## src/logic/fpcc_pkg.sv

```systemverilog
package fpcc_pkg;

	// register offsets on the plain register port (byte addresses)
	localparam logic [7:0] ADDR_CONTROL = 8'h00;
	localparam logic [7:0] ADDR_ADDRESS = 8'h04;

	// field positions in the context control word
	localparam int BIT_LAZY = 0;
	localparam int BIT_PRIV = 1;
	localparam int BIT_SEC = 2;
	localparam int BIT_MODE = 3;
	localparam int BIT_HF = 4;

	// context address layout
	localparam int ADDR_LSB = 3;
	localparam logic [31:0] ADDR_RES_MASK = 32'h0000_0007;

	// reset values
	localparam logic RST_FLAG = 1'b0;
	localparam logic [28:0] RST_ADDR = 29'h0000_0000;
	localparam logic [31:0] RD_ZERO = 32'h0000_0000;

	// events the core reports on allocating a floating-point frame
	typedef struct packed {
		logic valid;
		logic secure;
		logic thread;
		logic unpriv;
		logic hf_pend_ok;
		logic [31:0] addr;
	} fpcc_alloc_type;

	// software access through the register port
	typedef struct packed {
		logic wr;
		logic rd;
		logic secure;
		logic [7:0] addr;
		logic [31:0] wdata;
	} fpcc_acc_type;

	// register access decode result, shared by both banks
	typedef enum logic [1:0] {
		FPCC_SEL_NONE = 2'b00,
		FPCC_SEL_CTRL = 2'b01,
		FPCC_SEL_ADDR = 2'b10
	} fpcc_sel_type;

endpackage

```

## src/logic/fpcc_bank.sv

```systemverilog
// one security-state copy of the banked fields
module fpcc_bank (
	input wire logic clk_sys_i,
	input wire logic reset_i,
	input wire logic enable_i,
	input wire logic alloc_i,
	input wire logic thread_i,
	input wire logic unpriv_i,
	input wire logic [28:0] alloc_addr_i,
	input wire logic lazy_set_i,
	input wire logic lazy_clr_i,
	input wire logic sw_ctrl_wr_i,
	input wire logic sw_addr_wr_i,
	input wire logic [31:0] wdata_i,
	output logic mode_o,
	output logic priv_o,
	output logic lazy_o,
	output logic [28:0] addr_o
);

	always_ff @(posedge clk_sys_i or posedge reset_i) begin
		if (reset_i) begin
			mode_o <= fpcc_pkg::RST_FLAG;
			priv_o <= fpcc_pkg::RST_FLAG;
		end else if (enable_i) begin
			if (alloc_i) begin
				mode_o <= thread_i;
				priv_o <= unpriv_i;
			end else if (sw_ctrl_wr_i) begin
				mode_o <= wdata_i[fpcc_pkg::BIT_MODE];
				priv_o <= wdata_i[fpcc_pkg::BIT_PRIV];
			end
		end
	end

	// hardware set wins over software or hardware clear
	always_ff @(posedge clk_sys_i or posedge reset_i) begin
		if (reset_i) begin
			lazy_o <= fpcc_pkg::RST_FLAG;
		end else if (enable_i) begin
			if (lazy_set_i) begin
				lazy_o <= 1'b1;
			end else if (lazy_clr_i) begin
				lazy_o <= 1'b0;
			end else if (sw_ctrl_wr_i) begin
				lazy_o <= wdata_i[fpcc_pkg::BIT_LAZY];
			end
		end
	end

	always_ff @(posedge clk_sys_i or posedge reset_i) begin
		if (reset_i) begin
			addr_o <= fpcc_pkg::RST_ADDR;
		end else if (enable_i) begin
			if (alloc_i) begin
				addr_o <= alloc_addr_i;
			end else if (sw_addr_wr_i) begin
				addr_o <= wdata_i[31:fpcc_pkg::ADDR_LSB];
			end
		end
	end

endmodule

```

## src/logic/fpcc_regs.sv

```systemverilog
////////////////////////////////////////////////////////////////////////////////
module fpcc_regs (
	input wire logic clk_sys_i,
	input wire logic reset_i,
	input wire logic enable_i,
	input wire fpcc_pkg::fpcc_alloc_type alloc_i,
	input wire logic lazy_activate_i,
	input wire logic lazy_done_i,
	input wire logic fp_instr_i,
	input wire logic cur_secure_i,
	input wire logic fault_target_nonsecure_cfg_i,
	input wire logic [7:0] reg_addr_i,
	input wire logic [31:0] reg_wdata_i,
	input wire logic reg_wr_i,
	input wire logic reg_rd_i,
	input wire logic reg_secure_i,
	output logic [31:0] reg_rdata_o,
	output logic hard_fault_pend_ok_flag_o,
	output logic fp_context_secure_o,
	output logic lazy_preserve_active_flag_s_o,
	output logic lazy_preserve_active_flag_ns_o,
	output logic [31:0] fp_context_address_s_o,
	output logic [31:0] fp_context_address_ns_o
);

	////////////////////////////////////////////////////////////////////////////////
	// access decode

	fpcc_pkg::fpcc_sel_type sel;
	logic ctrl_wr_s;
	logic ctrl_wr_ns;
	logic addr_wr_s;
	logic addr_wr_ns;
	logic hf_visible;
	logic alloc_s;
	logic alloc_ns;
	logic lazy_set_s;
	logic lazy_set_ns;
	logic lazy_clr_s;
	logic lazy_clr_ns;

	always_comb begin
		case (reg_addr_i)
			fpcc_pkg::ADDR_CONTROL: begin
				sel = fpcc_pkg::FPCC_SEL_CTRL;
			end
			fpcc_pkg::ADDR_ADDRESS: begin
				sel = fpcc_pkg::FPCC_SEL_ADDR;
			end
			default: begin
				sel = fpcc_pkg::FPCC_SEL_NONE;
			end
		endcase
	end

	// bank chosen by the security state of the access
	assign ctrl_wr_s = reg_wr_i && reg_secure_i && (sel == fpcc_pkg::FPCC_SEL_CTRL);
	assign ctrl_wr_ns = reg_wr_i && !reg_secure_i && (sel == fpcc_pkg::FPCC_SEL_CTRL);
	assign addr_wr_s = reg_wr_i && reg_secure_i && (sel == fpcc_pkg::FPCC_SEL_ADDR);
	assign addr_wr_ns = reg_wr_i && !reg_secure_i && (sel == fpcc_pkg::FPCC_SEL_ADDR);

	// non-secure sees the ready bit only when faults target non-secure
	assign hf_visible = reg_secure_i || fault_target_nonsecure_cfg_i;

	// frame events land in the bank named by the frame's secure field, lazy events in the bank of the current state
	assign alloc_s = alloc_i.valid && alloc_i.secure;
	assign alloc_ns = alloc_i.valid && !alloc_i.secure;
	assign lazy_set_s = lazy_activate_i && cur_secure_i;
	assign lazy_set_ns = lazy_activate_i && !cur_secure_i;
	assign lazy_clr_s = lazy_done_i && cur_secure_i;
	assign lazy_clr_ns = lazy_done_i && !cur_secure_i;

	////////////////////////////////////////////////////////////////////////////////
	// banked copies

	logic mode_s;
	logic mode_ns;
	logic priv_s;
	logic priv_ns;
	logic [28:0] addr_s;
	logic [28:0] addr_ns;

	fpcc_bank u_bank_s (
		.clk_sys_i(clk_sys_i),
		.reset_i(reset_i),
		.enable_i(enable_i),
		.alloc_i(alloc_s),
		.thread_i(alloc_i.thread),
		.unpriv_i(alloc_i.unpriv),
		.alloc_addr_i(alloc_i.addr[31:fpcc_pkg::ADDR_LSB]),
		.lazy_set_i(lazy_set_s),
		.lazy_clr_i(lazy_clr_s),
		.sw_ctrl_wr_i(ctrl_wr_s),
		.sw_addr_wr_i(addr_wr_s),
		.wdata_i(reg_wdata_i),
		.mode_o(mode_s),
		.priv_o(priv_s),
		.lazy_o(lazy_preserve_active_flag_s_o),
		.addr_o(addr_s)
	);

	fpcc_bank u_bank_ns (
		.clk_sys_i(clk_sys_i),
		.reset_i(reset_i),
		.enable_i(enable_i),
		.alloc_i(alloc_ns),
		.thread_i(alloc_i.thread),
		.unpriv_i(alloc_i.unpriv),
		.alloc_addr_i(alloc_i.addr[31:fpcc_pkg::ADDR_LSB]),
		.lazy_set_i(lazy_set_ns),
		.lazy_clr_i(lazy_clr_ns),
		.sw_ctrl_wr_i(ctrl_wr_ns),
		.sw_addr_wr_i(addr_wr_ns),
		.wdata_i(reg_wdata_i),
		.mode_o(mode_ns),
		.priv_o(priv_ns),
		.lazy_o(lazy_preserve_active_flag_ns_o),
		.addr_o(addr_ns)
	);

	assign fp_context_address_s_o = {addr_s, 3'h0};
	assign fp_context_address_ns_o = {addr_ns, 3'h0};

	////////////////////////////////////////////////////////////////////////////////
	// shared fields

	// a single ready bit; secure sees it always, non-secure only when faults target non-secure
	always_ff @(posedge clk_sys_i or posedge reset_i) begin
		if (reset_i) begin
			hard_fault_pend_ok_flag_o <= fpcc_pkg::RST_FLAG;
		end else if (enable_i) begin
			if (alloc_i.valid) begin
				hard_fault_pend_ok_flag_o <= alloc_i.hf_pend_ok;
			end else if (reg_wr_i && (sel == fpcc_pkg::FPCC_SEL_CTRL) && hf_visible) begin
				hard_fault_pend_ok_flag_o <= reg_wdata_i[fpcc_pkg::BIT_HF];
			end
		end
	end

	// hardware update outranks a software write in the same cycle
	always_ff @(posedge clk_sys_i or posedge reset_i) begin
		if (reset_i) begin
			fp_context_secure_o <= fpcc_pkg::RST_FLAG;
		end else if (enable_i) begin
			if (lazy_activate_i || fp_instr_i) begin
				fp_context_secure_o <= cur_secure_i;
			end else if (ctrl_wr_s) begin
				fp_context_secure_o <= reg_wdata_i[fpcc_pkg::BIT_SEC];
			end
		end
	end

	// the mode copies drive nothing but the read path: no exception logic taps them

	////////////////////////////////////////////////////////////////////////////////
	// read path, data one cycle after the strobe

	logic [31:0] next_rdata;

	always_comb begin
		next_rdata = fpcc_pkg::RD_ZERO;
		case (sel)
			fpcc_pkg::FPCC_SEL_CTRL: begin
				if (reg_secure_i) begin
					next_rdata[fpcc_pkg::BIT_MODE] = mode_s;
					next_rdata[fpcc_pkg::BIT_PRIV] = priv_s;
					next_rdata[fpcc_pkg::BIT_LAZY] = lazy_preserve_active_flag_s_o;
					next_rdata[fpcc_pkg::BIT_SEC] = fp_context_secure_o;
				end else begin
					next_rdata[fpcc_pkg::BIT_MODE] = mode_ns;
					next_rdata[fpcc_pkg::BIT_PRIV] = priv_ns;
					next_rdata[fpcc_pkg::BIT_LAZY] = lazy_preserve_active_flag_ns_o;
					next_rdata[fpcc_pkg::BIT_SEC] = 1'b0;
				end
				next_rdata[fpcc_pkg::BIT_HF] = hf_visible && hard_fault_pend_ok_flag_o;
			end
			fpcc_pkg::FPCC_SEL_ADDR: begin
				if (reg_secure_i) begin
					next_rdata = fp_context_address_s_o;
				end else begin
					next_rdata = fp_context_address_ns_o;
				end
				next_rdata = next_rdata & ~fpcc_pkg::ADDR_RES_MASK;
			end
			default: begin
				next_rdata = fpcc_pkg::RD_ZERO;
			end
		endcase
	end

	// zero outside the cycle after a read while enabled; with enable_i low it keeps its last value
	always_ff @(posedge clk_sys_i or posedge reset_i) begin
		if (reset_i) begin
			reg_rdata_o <= fpcc_pkg::RD_ZERO;
		end else if (enable_i) begin
			if (reg_rd_i) begin
				reg_rdata_o <= next_rdata;
			end else begin
				reg_rdata_o <= fpcc_pkg::RD_ZERO;
			end
		end
	end

endmodule

```

## config.mk

```make
export PLATFORM = sky130hd
export DESIGN_NAME = fpcc_regs
export DESIGN_NICKNAME = d
export VERILOG_FILES = /design/src/logic/fpcc_pkg.sv /design/src/logic/fpcc_bank.sv /design/src/logic/fpcc_regs.sv
export SDC_FILE = /design/constraint.sdc
export NUM_CORES = 1
export LEC_CHECK = 0
export BUFFER_PORTS_ARGS = -buffer_cell sky130_fd_sc_hd__buf_2
export CAP_MARGIN = 10
export CORE_UTILIZATION = 30
export DETAILED_ROUTE_END_ITERATION = 6
export GPL_ROUTABILITY_DRIVEN = 0
export PLACE_DENSITY = 0.58
export SLEW_MARGIN = 10
export SYNTH_ARGS = -nofsm -noshare
export SYNTH_HDL_FRONTEND = slang
export SYNTH_SLANG_ARGS = --single-unit
```

## constraint.sdc

```tcl
create_clock -name clk_sys_i -period 3.8 [get_ports clk_sys_i]
set_input_delay 0.76 -clock clk_sys_i [delete_from_list [all_inputs] [get_ports clk_sys_i]]
set_output_delay 0.76 -clock clk_sys_i [all_outputs]
set_load 0.01 [all_outputs]
```

==> summary.md <==
| Metric | Value |
|---|---|
| WP data required | `4.03 ns` |
| Clock transition at path regs | `~0.070 ns` |
| Sink Count | `98` |
| Tmin final | `2.45 ns` |
| Cell variety after synth | `38` |
| Pre-CTS setup slack | `1.01 ns` |
| Number of synthesized register bits | `98` |
| R2R depth | `3` |
| DRC violations left | `0` |
| Fin util | `38.9%` |
| First-pass GRT wire length | `22,000 um` |
| Core Area | `16,500 sq um` |
| Row count | `47` |
| Worst endpoint data arrival time | `approximately 2.7 ns` |
| Setup crit end kind | `register` |
| Outcome | `completed` |
| Hold Startpoint | `u_bank_ns.mode_o` |
| Clock skew | `0.00305 ns` |
| Port buffer count | `between 150 and 200` |
| 1st-iter DRT viols | `206` |
| Setup TNS | `0 ns` |
| GRT Total Usage | `16.2%` |
| WL per Instance | `16.5 um` |
| Max IR drop VDD | `0.000176 V` |
| Layout Nets | `694` |
| CTS buffer count | `9` |
| PD cells | `448 nW/um^2` |
| Avg Cell Area, Syn | `11.4 sq um` |
| GRT Residual Overflow | `0` |
| Number of global-route vias before repair | `4,202` |
| RSZ-0062 raised after global routing | `no` |
| HPWL Detailed | `between 9000 and 10,000 um` |
| Slew @ Worst Pin | `1.15 ns` |
| Share of cells above drive strength 1 | `43.3%` |
| Non-Filler Instances | `between 800 and 900` |
| WS Path Type | `input pin to register` |
| Number of synthesized flops with an enable pin | `0` |
| Clk_lat worst skew | `0.34 ns` |
| Die Area | `17,300 sq um` |
| Critical Path Start Type | `input pin` |
| Hold_buf cts | `0` |
| Area growth from synthesis to layout | `26.9%` |
| Final Hold Vio Count | `0` |
| Number of antenna violations at the first check in global routing | `0` |
| Synth async-reset ratio | `100%` |
| Post-CTS repair timing setup buffer count | `0` |
| Vias | `4,119` |
| Clk root buf | `clkbuf_16` |
| Drt via density | `between 4 and 5` |
| WHS Path Cells | `1` |
| Post-synthesis sequential area ratio | `48.6%` |
| Synth warn | `0` |
| Final Power | `2.86 mW` |
| Syn Std Cell Area | `5040 sq um` |
| WL final | `13,700 um` |
| Yosys top cell area share | `48.6%` |
| Clk buf depth | `2` |
| Synth cell count leaders | `98 x dfrtp_1, 61 x mux2i_1, 50 x mux2_2, 38 x inv_1, 35 x o22ai_1` |
| Crit-path max FO | `15` |
| Dpl cells | `813` |
| Hold path endpoint | `u_bank_ns.mode_o` |
| Static Leak | `around 3.2 nW` |
| Detail Route Antenna Nets | `0` |
| Crit share post-route | `between 60% and 70%` |
| Setup ws final | `1.35 ns` |
| Slew margin rel. | `a little under a quarter` |
| Largest net degree at the start of global routing | `99` |
| Slew Viols, Final | `0` |
| Largest area contributor in the netlist | `dfrtp_1` |
| Max-capacitance violation count | `0` |
| I/O pins | `188` |
| Cell with the most instances after synthesis | `dfrtp_1` |
| Synth top area cells | `dfrtp_1 49%, mux2i_1 12%, mux2_2 11%` |
| 1st-pass router iterations | `4` |
| Worst R2R End | `reg_rdata_o[4]` |
| Highest clock rate | `between 400 and 500 MHz` |
| H-tree lvl count | `3` |
| Post-cts sizing count | `0` |
| Hold Path Class | `register to register` |
| CTS tree | `done` |
| Chip Height | `between 100 and 150 um` |
| Final setup fails | `0` |
| Chip Width | `around 130 um` |
| Mapped Cells | `441` |
| Initial Utilization | `around 31%` |
| Reg2Reg Launch Point | `u_bank_s.addr_o[1]` |
| Diodes inserted | `0` |
| Worst R2R Setup Slack | `2.66 ns` |
| Ys flop type | `dfrtp_1` |
[sequential cells by signal, summed over array words and instances (netlist names)]
| name | count |
|---|---|
| fp_context_secure_o | 1 |
| hard_fault_pend_ok_flag_o | 1 |
| reg_rdata_o | 32 |
| u_bank_ns.addr_o | 29 |
| u_bank_ns.lazy_o | 1 |
| u_bank_ns.mode_o | 1 |
| u_bank_ns.priv_o | 1 |
| u_bank_s.addr_o | 29 |
| u_bank_s.lazy_o | 1 |
| u_bank_s.mode_o | 1 |
| u_bank_s.priv_o | 1 |
[cell type report]
cell class	instances	area [sq um]
fill	1676	10100
sequential	98	2450
multi-input combinational	271	2260
timing repair buffer	186	966
tap	220	275
clock buffer	12	236
inverter	38	145
clock inverter	3	65.1
[through the flow]
step                hold WS, ns  cell area [sq um]
global placement          0.487               6100
CTS                       0.500               6400
floorplan                 0.463               5060
global route              0.514               6400
finish                    0.500               6400
detailed placement        0.485               6100
[layout by cell type (no fill, tap or decap), drive strengths merged, types with 3 or more instances in the layout]
| master | instances |
|---|---|
| a21boi | 4 |
| a21oi | 31 |
| a2bb2oi | 4 |
| a31oi | 29 |
| buf | 186 |
| clkbuf | 12 |
| conb | 6 |
| dfrtp | 98 |
| inv | 38 |
| mux2 | 60 |
| mux2i | 61 |
| nand2 | 5 |
| nand2b | 3 |
| nand3 | 4 |
| nand4b | 3 |
| o22ai | 35 |
[report_power, final]
part	total, mW	switching (mW)	internal (mW)
Clock	0.955	0.382	0.573
Combinational	0.622	0.315	0.306
Sequential	1.29	0.107	1.18
[worst max-delay path: stages]
cell and delay [ns]:
buf_2 0.10, nor4_1 0.35, nand3_1 0.18, inv_1 0.10, ha_1 0.27, nand4b_1 0.12
nand2_1 0.12, buf_4 0.29, mux2_2 0.38
[per-layer routing]
metal / GRT usage, % / routed length [um] / up-vias
met5: 0 / 0 / -
met4: 6.14 / 195 / 0
met3: 3.67 / 713 / 13
met2: 26.1 / 6580 / 129
met1: 21.0 / 6180 / 2045
li1: - / - / 1932
[logic make-up after synthesis]
family | Yosys count | share of synthesized area (%)
AO/OA/AOI/OAI | 116 | 14.4
multiplexers | 121 | 26.3
AND/OR/NAND/NOR | 26 | 3.10
buffers and inverters | 77 | 7.02
adder cells (fa/ha/maj) | 2 | 0.496
flip-flops | 98 | 48.6
other | 1 | 0.0744
[worst max path at each step]
stage                  startpoint              endpoint  slack [ns]  cells past startpoint
detailed placement  reg_addr_i[5]  u_bank_ns.addr_o[19]        1.01                      9
global placement    reg_addr_i[5]  u_bank_ns.addr_o[23]        1.07                      9
global route        reg_addr_i[5]  u_bank_ns.addr_o[27]        1.20                      9
floorplan                 reset_i   fp_context_secure_o        0.48                      1
finish              reg_addr_i[5]  u_bank_ns.addr_o[19]        1.35                      9
CTS                 reg_addr_i[5]  u_bank_ns.addr_o[19]        1.36                      9
Note: power is estimated with default switching activity, not from simulation.
